--- src/design/pao_defs.svh ---
`ifndef PAO_DEFS_SVH
`define PAO_DEFS_SVH

// ----------------------------------------------------------------------
// Register indices (byte address is four times the index)
// ----------------------------------------------------------------------
`define PAO_IDX_PHASE_LO 14'h058C
`define PAO_IDX_PHASE_HI 14'h058D
`define PAO_IDX_PHASE_UP 14'h058E
`define PAO_IDX_STEP_LO 14'h058F
`define PAO_IDX_STEP_HI 14'h0590
`define PAO_IDX_STEP_UP 14'h0591
`define PAO_IDX_CONTROL 14'h0592
`define PAO_IDX_CLOCK 14'h0593
`define PAO_IDX_IRQ 14'h0594

// ----------------------------------------------------------------------
// Field positions and reset values
// ----------------------------------------------------------------------
`define PAO_CON_EN 7
`define PAO_CON_OUT 5
`define PAO_CON_INV 4
`define PAO_CON_PULSE 0
`define PAO_CLK_WIDTH_HI 7
`define PAO_CLK_WIDTH_LO 5
`define PAO_CLK_SRC_HI 3
`define PAO_CLK_SRC_LO 0
`define PAO_IRQ_FLAG 0
`define PAO_IRQ_IE 1
`define PAO_IRQ_PIE 2
`define PAO_IRQ_GIE 3
`define PAO_RST_BYTE 8'h00
`define PAO_RST_PHASE 20'h00000
`define PAO_RST_WIDTH 8'h00
`define PAO_WIDTH_ONE 8'h01
`define PAO_PEND_START 2'h2
`define PAO_PEND_LAST 2'h1
`define PAO_PEND_IDLE 2'h0
`define PAO_SRC_SYSCLK 4'h0
`define PAO_SRC_FASTOSC 4'h1
`define PAO_SRC_RESERVED 4'hF
`define PAO_HTRANS_NONSEQ_BIT 1

`endif

--- src/design/pao_pkg.sv ---
package pao_pkg;

   // Control byte as software sees it.
   typedef struct packed {
      logic enable;
      logic invertSelect;
      logic pulseFrequencySelect;
   } pao_ctrl_t;

   // Clock byte: pulse width and source selection.
   typedef struct packed {
      logic [2:0] pulseWidthSelect;
      logic [3:0] clockSourceSelect;
   } pao_clksel_t;

   // Interrupt-side bits.
   typedef struct packed {
      logic globalEnable;
      logic periphEnable;
      logic carryIrqEnable;
      logic carryIrqFlag;
   } pao_irq_t;

endpackage

--- src/design/phase_accumulator_oscillator.sv ---
// Register access over AHB-Lite was decided locally.
`timescale 1ns/10ps
`include "pao_defs.svh"
module phase_accumulator_oscillator
   import pao_pkg::*;
(
   input wire logic mclk, // System clock, 20 MHz.
   input wire logic nrst, // Asynchronous reset, active low.
   input wire logic hsel, // AHB slave select.
   input wire logic [31:0] haddr, // AHB address.
   input wire logic [1:0] htrans, // AHB transfer type.
   input wire logic hwrite, // AHB write flag.
   input wire logic [2:0] hsize, // AHB transfer size.
   input wire logic [31:0] hwdata, // AHB write data.
   input wire logic hready, // AHB bus ready.
   output logic hreadyout, // Slave ready, always high.
   output logic hresp, // Slave response, always OKAY.
   output logic [31:0] hrdata, // Read data.
   input wire logic [15:0] srcClk, // Candidate accumulation clocks.
   output logic synthSignal, // Final oscillator output.
   output logic irqReq, // Interrupt service request.
   output logic fastOscHold // Keep fast oscillator on in sleep.
);

   // ----------------------------------------------------------------------
   // Register state
   // ----------------------------------------------------------------------
   pao_ctrl_t ctrl_reg;
   pao_clksel_t clkSel_reg;
   pao_irq_t irq_reg;
   logic [19:0] phase_reg;
   logic [19:0] step_reg;
   logic [19:0] stepShadow_reg;
   logic [1:0] pend_reg;
   logic loadNow_reg;
   logic toggle_reg;
   logic [7:0] pulseCnt_reg;
   logic carry_reg;
   logic dphWrite_reg;
   logic [13:0] dphIdx_reg;
   logic [20:0] sum;
   logic tick;
   logic wrEn;
   logic [7:0] wrByte;
   logic [7:0] widthTicks;
   logic levelNext;
   logic invertFlip;

   // ----------------------------------------------------------------------
   // Source clock synchronisers
   // ----------------------------------------------------------------------
   logic [15:0] srcRise;

   // Each candidate clock passes three flops; the filtered level changes
   // only when the second and third stages agree, which rejects a single
   // metastable sample at the cost of three cycles of latency.
   genvar gi;
   generate
      for (gi = 0; gi < 16; gi = gi + 1) begin : g_sync
         logic s1_reg;
         logic s2_reg;
         logic s3_reg;
         logic lvl_reg;
         always_ff @(posedge mclk or negedge nrst) begin
            if (!nrst) begin
               s1_reg <= 1'b0;
               s2_reg <= 1'b0;
               s3_reg <= 1'b0;
               lvl_reg <= 1'b0;
            end else begin
               s1_reg <= srcClk[gi];
               s2_reg <= s1_reg;
               s3_reg <= s2_reg;
               if (s2_reg == s3_reg) begin
                  lvl_reg <= s3_reg;
               end
            end
         end
         assign srcRise[gi] = (s2_reg == s3_reg) && s3_reg && !lvl_reg;
      end
   endgenerate

   // Source zero is the system clock itself, so it ticks every cycle;
   // code 15 is reserved and never ticks.
   always_comb begin
      if (clkSel_reg.clockSourceSelect == `PAO_SRC_SYSCLK) begin
         tick = 1'b1;
      end else if (clkSel_reg.clockSourceSelect == `PAO_SRC_RESERVED) begin
         tick = 1'b0;
      end else begin
         tick = srcRise[clkSel_reg.clockSourceSelect];
      end
   end

   // ----------------------------------------------------------------------
   // AHB-Lite slave
   // ----------------------------------------------------------------------
   // Zero wait states: every transfer completes in its first data cycle.
   assign hreadyout = 1'b1;
   assign hresp = 1'b0;
   assign wrEn = dphWrite_reg;
   assign wrByte = hwdata[7:0];

   // Address phase capture for the following write data phase.
   always_ff @(posedge mclk or negedge nrst) begin
      if (!nrst) begin
         dphWrite_reg <= 1'b0;
         dphIdx_reg <= 14'h0000;
      end else begin
         dphWrite_reg <= hsel && hready && htrans[`PAO_HTRANS_NONSEQ_BIT]
                         && hwrite;
         dphIdx_reg <= haddr[15:2];
      end
   end

   // Read data is sampled at the address phase edge. A read issued right
   // behind a write to the same register returns the value before it.
   always_ff @(posedge mclk or negedge nrst) begin
      if (!nrst) begin
         hrdata <= 32'h00000000;
      end else if (hsel && hready && htrans[`PAO_HTRANS_NONSEQ_BIT]
                   && !hwrite) begin
         hrdata <= 32'h00000000;
         unique case (haddr[15:2])
            `PAO_IDX_PHASE_LO: hrdata[7:0] <= phase_reg[7:0];
            `PAO_IDX_PHASE_HI: hrdata[7:0] <= phase_reg[15:8];
            `PAO_IDX_PHASE_UP: hrdata[3:0] <= phase_reg[19:16];
            `PAO_IDX_STEP_LO: hrdata[7:0] <= step_reg[7:0];
            `PAO_IDX_STEP_HI: hrdata[7:0] <= step_reg[15:8];
            `PAO_IDX_STEP_UP: hrdata[3:0] <= step_reg[19:16];
            `PAO_IDX_CONTROL: begin
               hrdata[`PAO_CON_EN] <= ctrl_reg.enable;
               hrdata[`PAO_CON_OUT] <= synthSignal;
               hrdata[`PAO_CON_INV] <= ctrl_reg.invertSelect;
               hrdata[`PAO_CON_PULSE] <= ctrl_reg.pulseFrequencySelect;
            end
            `PAO_IDX_CLOCK: begin
               hrdata[`PAO_CLK_WIDTH_HI:`PAO_CLK_WIDTH_LO] <=
                  clkSel_reg.pulseWidthSelect;
               hrdata[`PAO_CLK_SRC_HI:`PAO_CLK_SRC_LO] <=
                  clkSel_reg.clockSourceSelect;
            end
            `PAO_IDX_IRQ: hrdata[3:0] <= irq_reg;
            default: hrdata <= 32'h00000000;
         endcase
      end
   end

   // ----------------------------------------------------------------------
   // Control and step registers
   // ----------------------------------------------------------------------
   // Software-written configuration; every field resets to zero.
   always_ff @(posedge mclk or negedge nrst) begin
      if (!nrst) begin
         ctrl_reg <= '0;
         clkSel_reg <= '0;
         step_reg <= `PAO_RST_PHASE;
      end else if (wrEn) begin
         unique case (dphIdx_reg)
            `PAO_IDX_CONTROL: begin
               ctrl_reg.enable <= wrByte[`PAO_CON_EN];
               ctrl_reg.invertSelect <= wrByte[`PAO_CON_INV];
               ctrl_reg.pulseFrequencySelect <= wrByte[`PAO_CON_PULSE];
            end
            `PAO_IDX_CLOCK: begin
               clkSel_reg.pulseWidthSelect <=
                  wrByte[`PAO_CLK_WIDTH_HI:`PAO_CLK_WIDTH_LO];
               clkSel_reg.clockSourceSelect <=
                  wrByte[`PAO_CLK_SRC_HI:`PAO_CLK_SRC_LO];
            end
            `PAO_IDX_STEP_LO: step_reg[7:0] <= wrByte;
            `PAO_IDX_STEP_HI: step_reg[15:8] <= wrByte;
            `PAO_IDX_STEP_UP: step_reg[19:16] <= wrByte[3:0];
            default: ;
         endcase
      end
   end

   // ----------------------------------------------------------------------
   // Step shadow double buffer
   // ----------------------------------------------------------------------
   // The low-byte write arms a two-tick countdown while running; the upper
   // bytes must already be in place, since the whole word is committed.
   always_ff @(posedge mclk or negedge nrst) begin
      if (!nrst) begin
         pend_reg <= `PAO_PEND_IDLE;
         loadNow_reg <= 1'b0;
         stepShadow_reg <= `PAO_RST_PHASE;
      end else begin
         loadNow_reg <= wrEn && !ctrl_reg.enable
                        && (dphIdx_reg == `PAO_IDX_STEP_LO
                         || dphIdx_reg == `PAO_IDX_STEP_HI
                         || dphIdx_reg == `PAO_IDX_STEP_UP);
         if (wrEn && ctrl_reg.enable && dphIdx_reg == `PAO_IDX_STEP_LO) begin
            pend_reg <= `PAO_PEND_START;
         end else if (tick && pend_reg != `PAO_PEND_IDLE) begin
            pend_reg <= pend_reg - `PAO_PEND_LAST;
         end
         if (loadNow_reg) begin
            stepShadow_reg <= step_reg;
         end else if (tick && pend_reg == `PAO_PEND_LAST) begin
            stepShadow_reg <= step_reg;
         end
      end
   end

   // ----------------------------------------------------------------------
   // Phase accumulator
   // ----------------------------------------------------------------------
   assign sum = {1'b0, phase_reg} + {1'b0, stepShadow_reg};

   // Full adder on every tick while enabled; the carry drops off and the low twenty bits
   // keep the residue, so long-term frequency stays exact.
   always_ff @(posedge mclk or negedge nrst) begin
      if (!nrst) begin
         phase_reg <= `PAO_RST_PHASE;
         carry_reg <= 1'b0;
      end else begin
         carry_reg <= 1'b0;
         if (wrEn && dphIdx_reg == `PAO_IDX_PHASE_LO) begin
            phase_reg[7:0] <= wrByte;
         end else if (wrEn && dphIdx_reg == `PAO_IDX_PHASE_HI) begin
            phase_reg[15:8] <= wrByte;
         end else if (wrEn && dphIdx_reg == `PAO_IDX_PHASE_UP) begin
            phase_reg[19:16] <= wrByte[3:0];
         end else if (tick && ctrl_reg.enable) begin
            phase_reg <= sum[19:0];
            carry_reg <= sum[20];
         end
      end
   end

   // ----------------------------------------------------------------------
   // Output shaping
   // ----------------------------------------------------------------------
   assign widthTicks = `PAO_WIDTH_ONE << clkSel_reg.pulseWidthSelect;

   // The carry is seen one cycle after the adding tick, so the pulse
   // starts on the edge after the overflow. A new carry reloads the count,
   // which keeps the output active when pulses overlap.
   always_ff @(posedge mclk or negedge nrst) begin
      if (!nrst) begin
         toggle_reg <= 1'b0;
         pulseCnt_reg <= `PAO_RST_WIDTH;
      end else begin
         if (carry_reg && !ctrl_reg.pulseFrequencySelect) begin
            toggle_reg <= !toggle_reg;
         end
         if (carry_reg && ctrl_reg.pulseFrequencySelect) begin
            pulseCnt_reg <= widthTicks;
         end else if (tick && pulseCnt_reg != `PAO_RST_WIDTH) begin
            pulseCnt_reg <= pulseCnt_reg - `PAO_WIDTH_ONE;
         end
      end
   end

   assign levelNext = (ctrl_reg.pulseFrequencySelect ?
                       (pulseCnt_reg != `PAO_RST_WIDTH) : toggle_reg)
                      ^ ctrl_reg.invertSelect;

   // Registered final stage, routed to the other peripherals.
   always_ff @(posedge mclk or negedge nrst) begin
      if (!nrst) begin
         synthSignal <= 1'b0;
      end else begin
         synthSignal <= levelNext;
      end
   end

   // ----------------------------------------------------------------------
   // Interrupt bits and side outputs
   // ----------------------------------------------------------------------
   assign invertFlip = wrEn && dphIdx_reg == `PAO_IDX_CONTROL
                       && (wrByte[`PAO_CON_INV] != ctrl_reg.invertSelect);

   // A hardware set in the same cycle as a software clear wins, so no
   // carry is lost. Writing one to the flag bit leaves it untouched.
   always_ff @(posedge mclk or negedge nrst) begin
      if (!nrst) begin
         irq_reg <= '0;
      end else begin
         if (wrEn && dphIdx_reg == `PAO_IDX_IRQ) begin
            irq_reg.carryIrqEnable <= wrByte[`PAO_IRQ_IE];
            irq_reg.periphEnable <= wrByte[`PAO_IRQ_PIE];
            irq_reg.globalEnable <= wrByte[`PAO_IRQ_GIE];
         end
         if (carry_reg || (invertFlip && irq_reg.carryIrqEnable)) begin
            irq_reg.carryIrqFlag <= 1'b1;
         end else if (wrEn && dphIdx_reg == `PAO_IDX_IRQ
                      && !wrByte[`PAO_IRQ_FLAG]) begin
            irq_reg.carryIrqFlag <= 1'b0;
         end
      end
   end

   assign irqReq = irq_reg.carryIrqFlag && ctrl_reg.enable
                   && irq_reg.carryIrqEnable && irq_reg.periphEnable
                   && irq_reg.globalEnable;
   assign fastOscHold = ctrl_reg.enable
      && clkSel_reg.clockSourceSelect == `PAO_SRC_FASTOSC;
endmodule

--- config.mk ---
export PLATFORM = sky130hd
export DESIGN_NAME = phase_accumulator_oscillator
export DESIGN_NICKNAME = d
export VERILOG_FILES = /design/src/design/pao_pkg.sv /design/src/design/phase_accumulator_oscillator.sv
export VERILOG_INCLUDE_DIRS = /design/src /design/src/design
export SDC_FILE = /design/constraint.sdc
export NUM_CORES = 1
export LEC_CHECK = 0
export ABC_CLOCK_PERIOD_IN_PS = 7270
export BUFFER_PORTS_ARGS = -buffer_cell sky130_fd_sc_hd__buf_2
export CAP_MARGIN = 20
export CORE_AREA = 2 2 99 197
export CTS_CLUSTER_SIZE = 10
export DETAILED_ROUTE_END_ITERATION = 7
export DIE_AREA = 0 0 101 199
export MAX_ROUTING_LAYER = met4
export PLACE_DENSITY = 0.62
export SYNTH_ARGS = -nofsm -noshare
export SYNTH_HDL_FRONTEND = slang
export SYNTH_SLANG_ARGS = --single-unit
--- constraint.sdc ---
create_clock -name mclk -period 7.27 [get_ports mclk]
set_input_delay 0.3635 -clock mclk [delete_from_list [all_inputs] [get_ports mclk]]
set_output_delay 0.3635 -clock mclk [all_outputs]
set_load 0.02 [all_outputs]
Word level (Yosys, flattened, before mapping)
Cells that the tools add are included.
- $add $sub $neg: 3
- multiplexer cells: 29
- reductions and logical operators: 101
- bitwise operators: 3
- magnitude comparators: 1
- shift operators: 1
- eq/ne operators: 41
- operators by type and width (operator ; number):
    equality test 14 x 11 -> 1 bit (second input constant) ; 18
    two-way mux 20 bit ; 3
    logical AND 1 bit ; 59
    two-way mux 8 bit ; 5
    one-hot mux 3 bit (8 select lines) ; 1
    adder 20 x 20 -> 21 bit ; 1
    logical NOT 1 bit ; 21
    equality test 1 bit ; 16
    two-way mux 16 bit ; 1
    nonzero test 2 bit ; 8
    one-hot mux 1 bit (6 select lines) ; 2
    two-way mux 1 bit ; 10
    one-hot mux 1 bit (5 select lines) ; 2
    AND reduction 2 bit ; 5
    one-hot mux 1 bit (9 select lines) ; 1
    AND reduction 3 bit ; 3
    nonzero test 8 bit ; 1
    << shifter 1 x 3 -> 8 bit (first input constant) ; 1
    subtractor 8 x 1 -> 8 bit (second input constant) ; 1
    inequality test 2 bit (second input constant) ; 3
    < comparator 4 x 5 -> 1 bit (second input constant) ; 1
    binary-select mux 1 bit (select 4 bit) ; 1
    equality test 4 x 1 -> 1 bit (second input constant) ; 1
    equality test 4 bit (second input constant) ; 1
    other kinds (9) ; 13
- output and inout port bits: 37
- word-level logic and storage cells: 268
- register bits after elaboration: 175
- bits of input ports: 90

Logic depth before layout (Yosys ltp)
Gate-level depths: netlist of the first run.
- depth after elaboration: 12
- gate-level depth with buffers: 9
- depth with buffers taken out: 9

Worst setup path after synthesis of the first run
OpenSTA, ideal clock, no wires.
- kind: reg2reg
- start point: reg phase_reg[0]
- end point: reg phase_reg[18]
- setup slack: 4.928 ns
- setup time: 0.126 ns
- stages on the path, launching flop included: 10
- arrival time: 2.216 ns
- required time: 7.144 ns
- cell sequence: dfrtp_1 -> ha_1 -> fa_1 -> a211oi_1 -> nor2_1 -> o221ai_1 -> a21boi_0 -> mux2_2 -> a21oi_1 -> a221o_1
- cells in the longest elaborated chain, start to end: 3
- RTL lines (element ; RTL line ; RTL):
    start, declared ; phase_accumulator_oscillator.sv:31 ; logic [19:0] phase_reg;
    start signal, assigned ; phase_accumulator_oscillator.sv:216 ; phase_reg <= `PAO_RST_PHASE;
    start signal, assigned ; phase_accumulator_oscillator.sv:221 ; phase_reg[7:0] <= wrByte;
    start signal, assigned ; phase_accumulator_oscillator.sv:227 ; phase_reg <= sum[19:0];
    adder 20 x 20 -> 21 bit ; phase_accumulator_oscillator.sv:210 ; assign sum = {1'b0, phase_reg} + {1'b0, stepShadow_reg};
    two-way mux 20 bit ; phase_accumulator_oscillator.sv:226 ; end else if (tick && ctrl_reg.enable) begin
    two-way mux 4 bit ; phase_accumulator_oscillator.sv:224 ; end else if (wrEn && dphIdx_reg == `PAO_IDX_PHASE_UP) begin
Every way passes these cells. The select of a mux whose other input is x is not followed.
A chain may end at the register's enable or synchronous reset.

Worst setup path after layout of the first run
- start point: reg phase_reg[0]
- end point: reg phase_reg[12]
- cells in the longest elaborated chain, start to end: 4
- RTL lines (element ; RTL line ; RTL):
    adder 20 x 20 -> 21 bit ; phase_accumulator_oscillator.sv:210 ;
    two-way mux 20 bit ; phase_accumulator_oscillator.sv:226 ;
    two-way mux 16 bit ; phase_accumulator_oscillator.sv:224 ;
    two-way mux 8 bit ; phase_accumulator_oscillator.sv:222 ; end else if (wrEn && dphIdx_reg == `PAO_IDX_PHASE_HI) begin
Every way passes these cells. The select of a mux whose other input is x is not followed.

==> metrics.txt, run 1 <==
failing checks=hold timing; mean number of vias per cell=roughly 5.9; Final GP Congestion=0.928; final hold vios=12; Area contributors post-synth=dfrtp_1, mux2_2, ha_1, buf_4, nor2_1; Mapped Area=just over 8000 µm²; FILL cells=between 1.5k and 2k; RSZ-0062 raised after global routing=false; top-area cell type share of the netlist area=between 50% and 60%; Synth cell types=a little under 80; clock root cell=clkbuf_16; required time of the critical path=~7600 ps; Initial Utilization=between 40% and 50%; Fin Clk Skew=11.9 ps; xor/xnor cell area share of the yosys netlist=2.43%; headroom to the max-slew limit=33.8%; main combinational cell family by area after synthesis=compound AO/OA/AOI/OAI gates; post-route setup slack=between 4000 and 5000 ps; crit-path max cell delay=approximately 540 ps; Placement Setup Slack=~4500 ps; main flop type after synthesis=dfrtp_1; HPWL after DPL=about 15000 µm; crit path kind=flip-flop to flip-flop; sequential fraction of the synthesis area=about half; clock sink total=approximately 170; outcome=finished with violations; die footprint=around 20000 µm²; Num CTS Buffers=17; Final Power=1.99 mW; post-synthesis compound-gate area fraction=12.7%; CP max-delay cell=a41oi_1; adder-cell share of the synthesized area=5.98%; Core Area=18700 µm²; crit start category=flip-flop; initial antenna violation count=0; layout cells sized above 1=around 25%; Avg Synthesized Cell Area=roughly 12 µm²; worst-skew pair later-pin latency=430 ps; DR vias=approximately 5.7k; TritonCTS clock tree=yes; Finished Layout Cells=slightly below 1k; post-layout util=roughly half; GR Layer Usage met1=roughly 20%; Final nets=approximately 870; Cell Count Post-Placement=between 900 and 1k; Pleak=roughly 4.2 nW; Tmin final=roughly 2900 ps; diodes inserted=0; M2 GR Usage=39.9%; fin crit share=around two fifths; Synth Area in Simple Gates=a little under an eighth; pins over their slew limit=0; Post-synth EDFFs=0; Max Freq=351 MHz; Antenna Nets Post-Route=0; CP max FO=4; worst-case clock buffer depth=2; critical path arrival=about 3200 ps; DIE HEIGHT=199 µm; Post-CTS Setup Bufs=0; cts hold-fix bufs=0; wire per inst=between 20 and 25 µm; Synth-to-Final Area Change=11.1%; number of port buffers=52; pwr/cell area=between 200 and 250 nW/µm²; vias in the first global route=around 5.9k; Hold Slack=-40.7 ps; Tot GR Track Use=a little over a fifth; dpl cell area=8620 µm²; post-synthesis async set-or-reset flop share=100%; Worst Hold Class=input pin to async pin; post-cts sizing count=0; setup violators final=0; worst path cell trace=ha_1 -> fa_1 -> a211oi_1 -> o21bai_1 -> a41oi_1 -> nor3_1 -> nor2_1 -> nand3_1 -> o221a_2; mux cell area share after synthesis=between 10% and 20%; Reg clk slew, reported paths=about 70 ps; Std-Cell Rows=71; Tightest Pin Transition=989 ps; # H-tree levels=4; maxcap violations=0; Synth area leader=dfrtp_1; CP Buf/Inv Count=0; final WL=between 20000 and 25000 µm; Setup TNS=0 ps; warnings from Yosys=0; largest net degree at the start of global routing=90; # DRC=0; initial DRC count=roughly 290; die width=between 100 and 150 µm; total gr overflow=0; first-pass GRT wire length=about 31000 µm; maximum vdd drop=between 0.1 and 0.15 mV; post-route cell area=9200 µm²; synthesized flop and latch total=about 170; Initial DRT Pass Iterations=5; top cell family by delay on the critical path=compound AO/OA/AOI/OAI gates; kind of end point of the critical path=flip-flop; GRT Max-Usage Layer=met2; Gate Count Post-Synth=696; met3 GRT Util=3.20%; # IOs=between 100 and 150
final timing paths:
kind                             startpoint          endpoint  slack (ps)  cells past startpoint
max in group asynchronous              nrst     phase_reg[14]        5810                      2
setup reg to reg               phase_reg[0]     phase_reg[12]        4420                      9
hold / removal                         nrst  g_sync[2].s1_reg         -40                      1
setup / recovery               phase_reg[0]     phase_reg[12]        4420                      9
hold reg to reg            g_sync[3].s1_reg  g_sync[3].s2_reg         350                      0
min in group mclk                 srcClk[5]  g_sync[5].s1_reg          30                      1
cells in the final DEF, fill, tap and decap left out, drive strengths merged, types with 4 or more instances in the layout:
cell type,netlist,layout
a21o,5,5
o21ai,29,29
clkinv,0,4
nand2b,9,9
o221a,6,6
clkbuf,14,18
a22oi,10,10
nor3b,7,7
nor2b,13,13
nand3,13,13
a221o,9,9
o22ai,7,7
mux2,77,77
o211ai,5,5
ha,38,38
conb,2,26
dfrtp,167,167
a31oi,12,12
nand2,38,38
nor2,42,42
mux2i,8,8
nor3,11,11
xor2,12,12
a211oi,12,12
xnor2,11,11
and2,4,4
and3,5,5
a21oi,23,23
buf,37,56
inv,8,16
nand3b,8,8
per-layer routing:
metal	part of all wire (%)	wire length, µm
met1	34	6870
met2	56	11500
met3	3.5	716
met4	6.5	1330
met5	0	0
cell families after synthesis:
| group | count (synthesis) |
|---|---|
| flip-flops | 167 |
| multiplexers | 88 |
| AND/OR/NAND/NOR | 172 |
| AO/OA/AOI/OAI | 146 |
| other | 2 |
| buffers and inverters | 59 |
| adder cells (fa/ha/maj) | 39 |
| XOR/XNOR | 23 |
worst reg2reg max path: stages (launching register included):
cell and delay [ps]:
dfrtp_1 420, ha_1 280, fa_1 460, a211oi_1 330, o21bai_1 180, a41oi_1 540, nor3_1 130, nor2_1 150
nand3_1 100, o221a_2 130
cell type report:
cell class                 count  area, µm²  share of cell area, %
clock buffer                  18        429                   4.66
multi-input combinational    494       3840                   41.7
tap                          219        274                   2.98
inverter                       8       30.0                  0.326
sequential                   167       4180                   45.4
timing repair buffer          56        297                   3.22
clock inverter                14        154                   1.67
synth_stat cells, types with 12 or more instances:
cell        n
a211oi_1   12
a21oi_1    22
buf_4      30
clkbuf_1   14
dfrtp_1   167
ha_1       38
mux2_2     77
nand2_1    37
nor2_1     39
nor2b_1    13
o21ai_0    25
xor2_1     12
where the power goes:
part / switching [mW] / internal (mW) / total, mW
logic: 0.0768 / 0.0421 / 0.119
clock network: 0.403 / 0.487 / 0.890
registers: 0.0177 / 0.965 / 0.982
total: 0.498 / 1.49 / 1.99
Note: power is estimated with default switching activity, not from simulation.
==> run 2, diff against run 1 <==
--- a/config.mk
+++ b/config.mk
@@ -6,7 +6,7 @@
 export SDC_FILE = /design/constraint.sdc
 export NUM_CORES = 1
 export LEC_CHECK = 0
-export ABC_CLOCK_PERIOD_IN_PS = 7270
+export ABC_CLOCK_PERIOD_IN_PS = 2900
 export BUFFER_PORTS_ARGS = -buffer_cell sky130_fd_sc_hd__buf_2
 export CAP_MARGIN = 20
 export CORE_AREA = 2 2 99 197
==> constraint.sdc (replaced) <==
create_clock -name mclk -period 2.9 [get_ports mclk]
set_input_delay 0.145 -clock mclk [delete_from_list [all_inputs] [get_ports mclk]]
set_output_delay 0.145 -clock mclk [all_outputs]
set_load 0.02 [all_outputs]
==> run 2 against run 1 <==
Net effect: the flow now finishes without violations; routed wire length rose by 1.9%; worst hold slack improved by 120 ps; first-iteration DRC count rose by 19%; critical path depth is the same; largest cell class unchanged; highest routed layer unchanged.
==> metrics.txt, run 2 (synthesis results as in run 1) <==
outcome=finished, final reports clean; Initial Utilization=44.4%; pins over their slew limit=0; first-pass GRT wire length=between 30000 and 40000 µm; DR vias=5882; critical path arrival=3010 ps; Cell Count Post-Placement=roughly 960; die width=between 100 and 150 µm; HPWL after DPL=between 15000 and 20000 µm; wire per inst=20.5 µm; maximum vdd drop=roughly 0.44 mV; setup violators final=0; diodes inserted=0; # IOs=~130; clock sink total=roughly 170; Num CTS Buffers=17; initial antenna violation count=0; post-cts sizing count=0; Final Power=between 5 and 6 mW; Synth-to-Final Area Change=16.1%; Tot GR Track Use=between 20% and 30%; pwr/cell area=approximately 530 nW/µm²; final WL=approximately 21000 µm; RSZ-0062 raised after global routing=false; TritonCTS clock tree=yes; final hold vios=0; # H-tree levels=4; Reg clk slew, reported paths=~70 ps; total gr overflow=0; Tmin final=between 2000 and 3000 ps; crit start category=flip-flop; required time of the critical path=about 3200 ps; Max Freq=369 MHz; worst-case clock buffer depth=2; worst-skew pair later-pin latency=430 ps; Antenna Nets Post-Route=0; Fin Clk Skew=roughly 7.7 ps; Pleak=~4.4 nW; clock root cell=clkbuf_16; maxcap violations=0; Initial DRT Pass Iterations=5; FILL cells=approximately 1.6k; Hold Slack=around 76 ps; number of port buffers=52; headroom to the max-slew limit=approximately half; Std-Cell Rows=slightly above 70; fin crit share=~93%; most common cell after layout, fill and taps aside=dfrtp_1; Worst Hold Class=input pin to flip-flop; Setup TNS=0 ps; Tightest Pin Transition=approximately 730 ps; Final nets=913; crit path kind=flip-flop to flip-flop; die footprint=approximately 20000 µm²; initial DRC count=~350; most frequent cells in the layout=dfrtp_1, mux2_2, buf_2, nor2_1, ha_1; layout cells sized above 1=between 20% and 30%; vias in the first global route=6050; post-layout util=between 50 and 60%; Final GP Congestion=around 0.95; DIE HEIGHT=between 150 and 200 µm; CP max FO=3; Finished Layout Cells=between 1k and 1.5k; # DRC=0; largest net degree at the start of global routing=80; mean number of vias per cell=a little under 6; Core Area=18700 µm²; kind of end point of the critical path=flip-flop
[run 2: timing repair]
action                                  CTS  global route
buffers inserted                          0             0
endpoints found under the setup margin    0             0
hold buffers                             29             0
hold endpoints to repair                104             0
[run 2: critical path, cell delays in order, from the launching register on]
cell and delay (ps):
dfrtp_1 410, ha_1 260, fa_1 450, a211oi_1 320
nor2_1 110, o221ai_1 290, a21boi_0 160, mux2_2 260
a21oi_1 60, a221o_1 270
[run 2: layout make-up]
type / instances / area [µm²] / share of cell area, %
sequential: 167 / 4180 / 43.5
inverter: 8 / 30.0 / 0.312
tap: 219 / 274 / 2.85
multi-input combinational: 494 / 3840 / 39.9
timing repair buffer: 96 / 694 / 7.22
clock buffer: 18 / 439 / 4.57
clock inverter: 13 / 161 / 1.68
[run 2: stage by stage]
| step | setup WS, ps | area, µm² |
|---|---|---|
| CTS | 178 | 9620 |
| global placement | 216 | 8720 |
| floorplan | 558 | 8370 |
| detailed placement | 216 | 8720 |
| global route | 45.5 | 9620 |
| finish | 192 | 9620 |
[run 2: per-layer routing]
| layer | up-vias | global-route usage (%) | routed length [µm] |
|---|---|---|---|
| met5 | - | - | 0 |
| met4 | 0 | 17.0 | 1700 |
| met3 | 90 | 3.51 | 666 |
| met2 | 187 | 39.2 | 11400 |
| met1 | 2917 | 21.6 | 7030 |
| li1 | 2688 | - | - |
[run 2: path summary, 6_finish.rpt]
kind | startpoint | to | slack, ps | depth (start not counted)
max in group asynchronous | nrst | phase_reg[17] | 1810 | 3
worst max register to register | phase_reg[0] | phase_reg[18] | 190 | 9
worst min-delay path | hwdata[7] | clkSel_reg[6] | 80 | 3
worst min register to register | g_sync[6].s1_reg | g_sync[6].s2_reg | 350 | 0
worst max-delay path | phase_reg[0] | phase_reg[18] | 190 | 9
min in group asynchronous | nrst | g_sync[2].s1_reg | 310 | 2
[run 2: report_power, final]
group          switching (mW)  internal, mW  total, mW
sequential             0.0461          2.42       2.46
clock                   0.997          1.32       2.32
combinational           0.197         0.135      0.331
total                    1.24          3.87       5.11
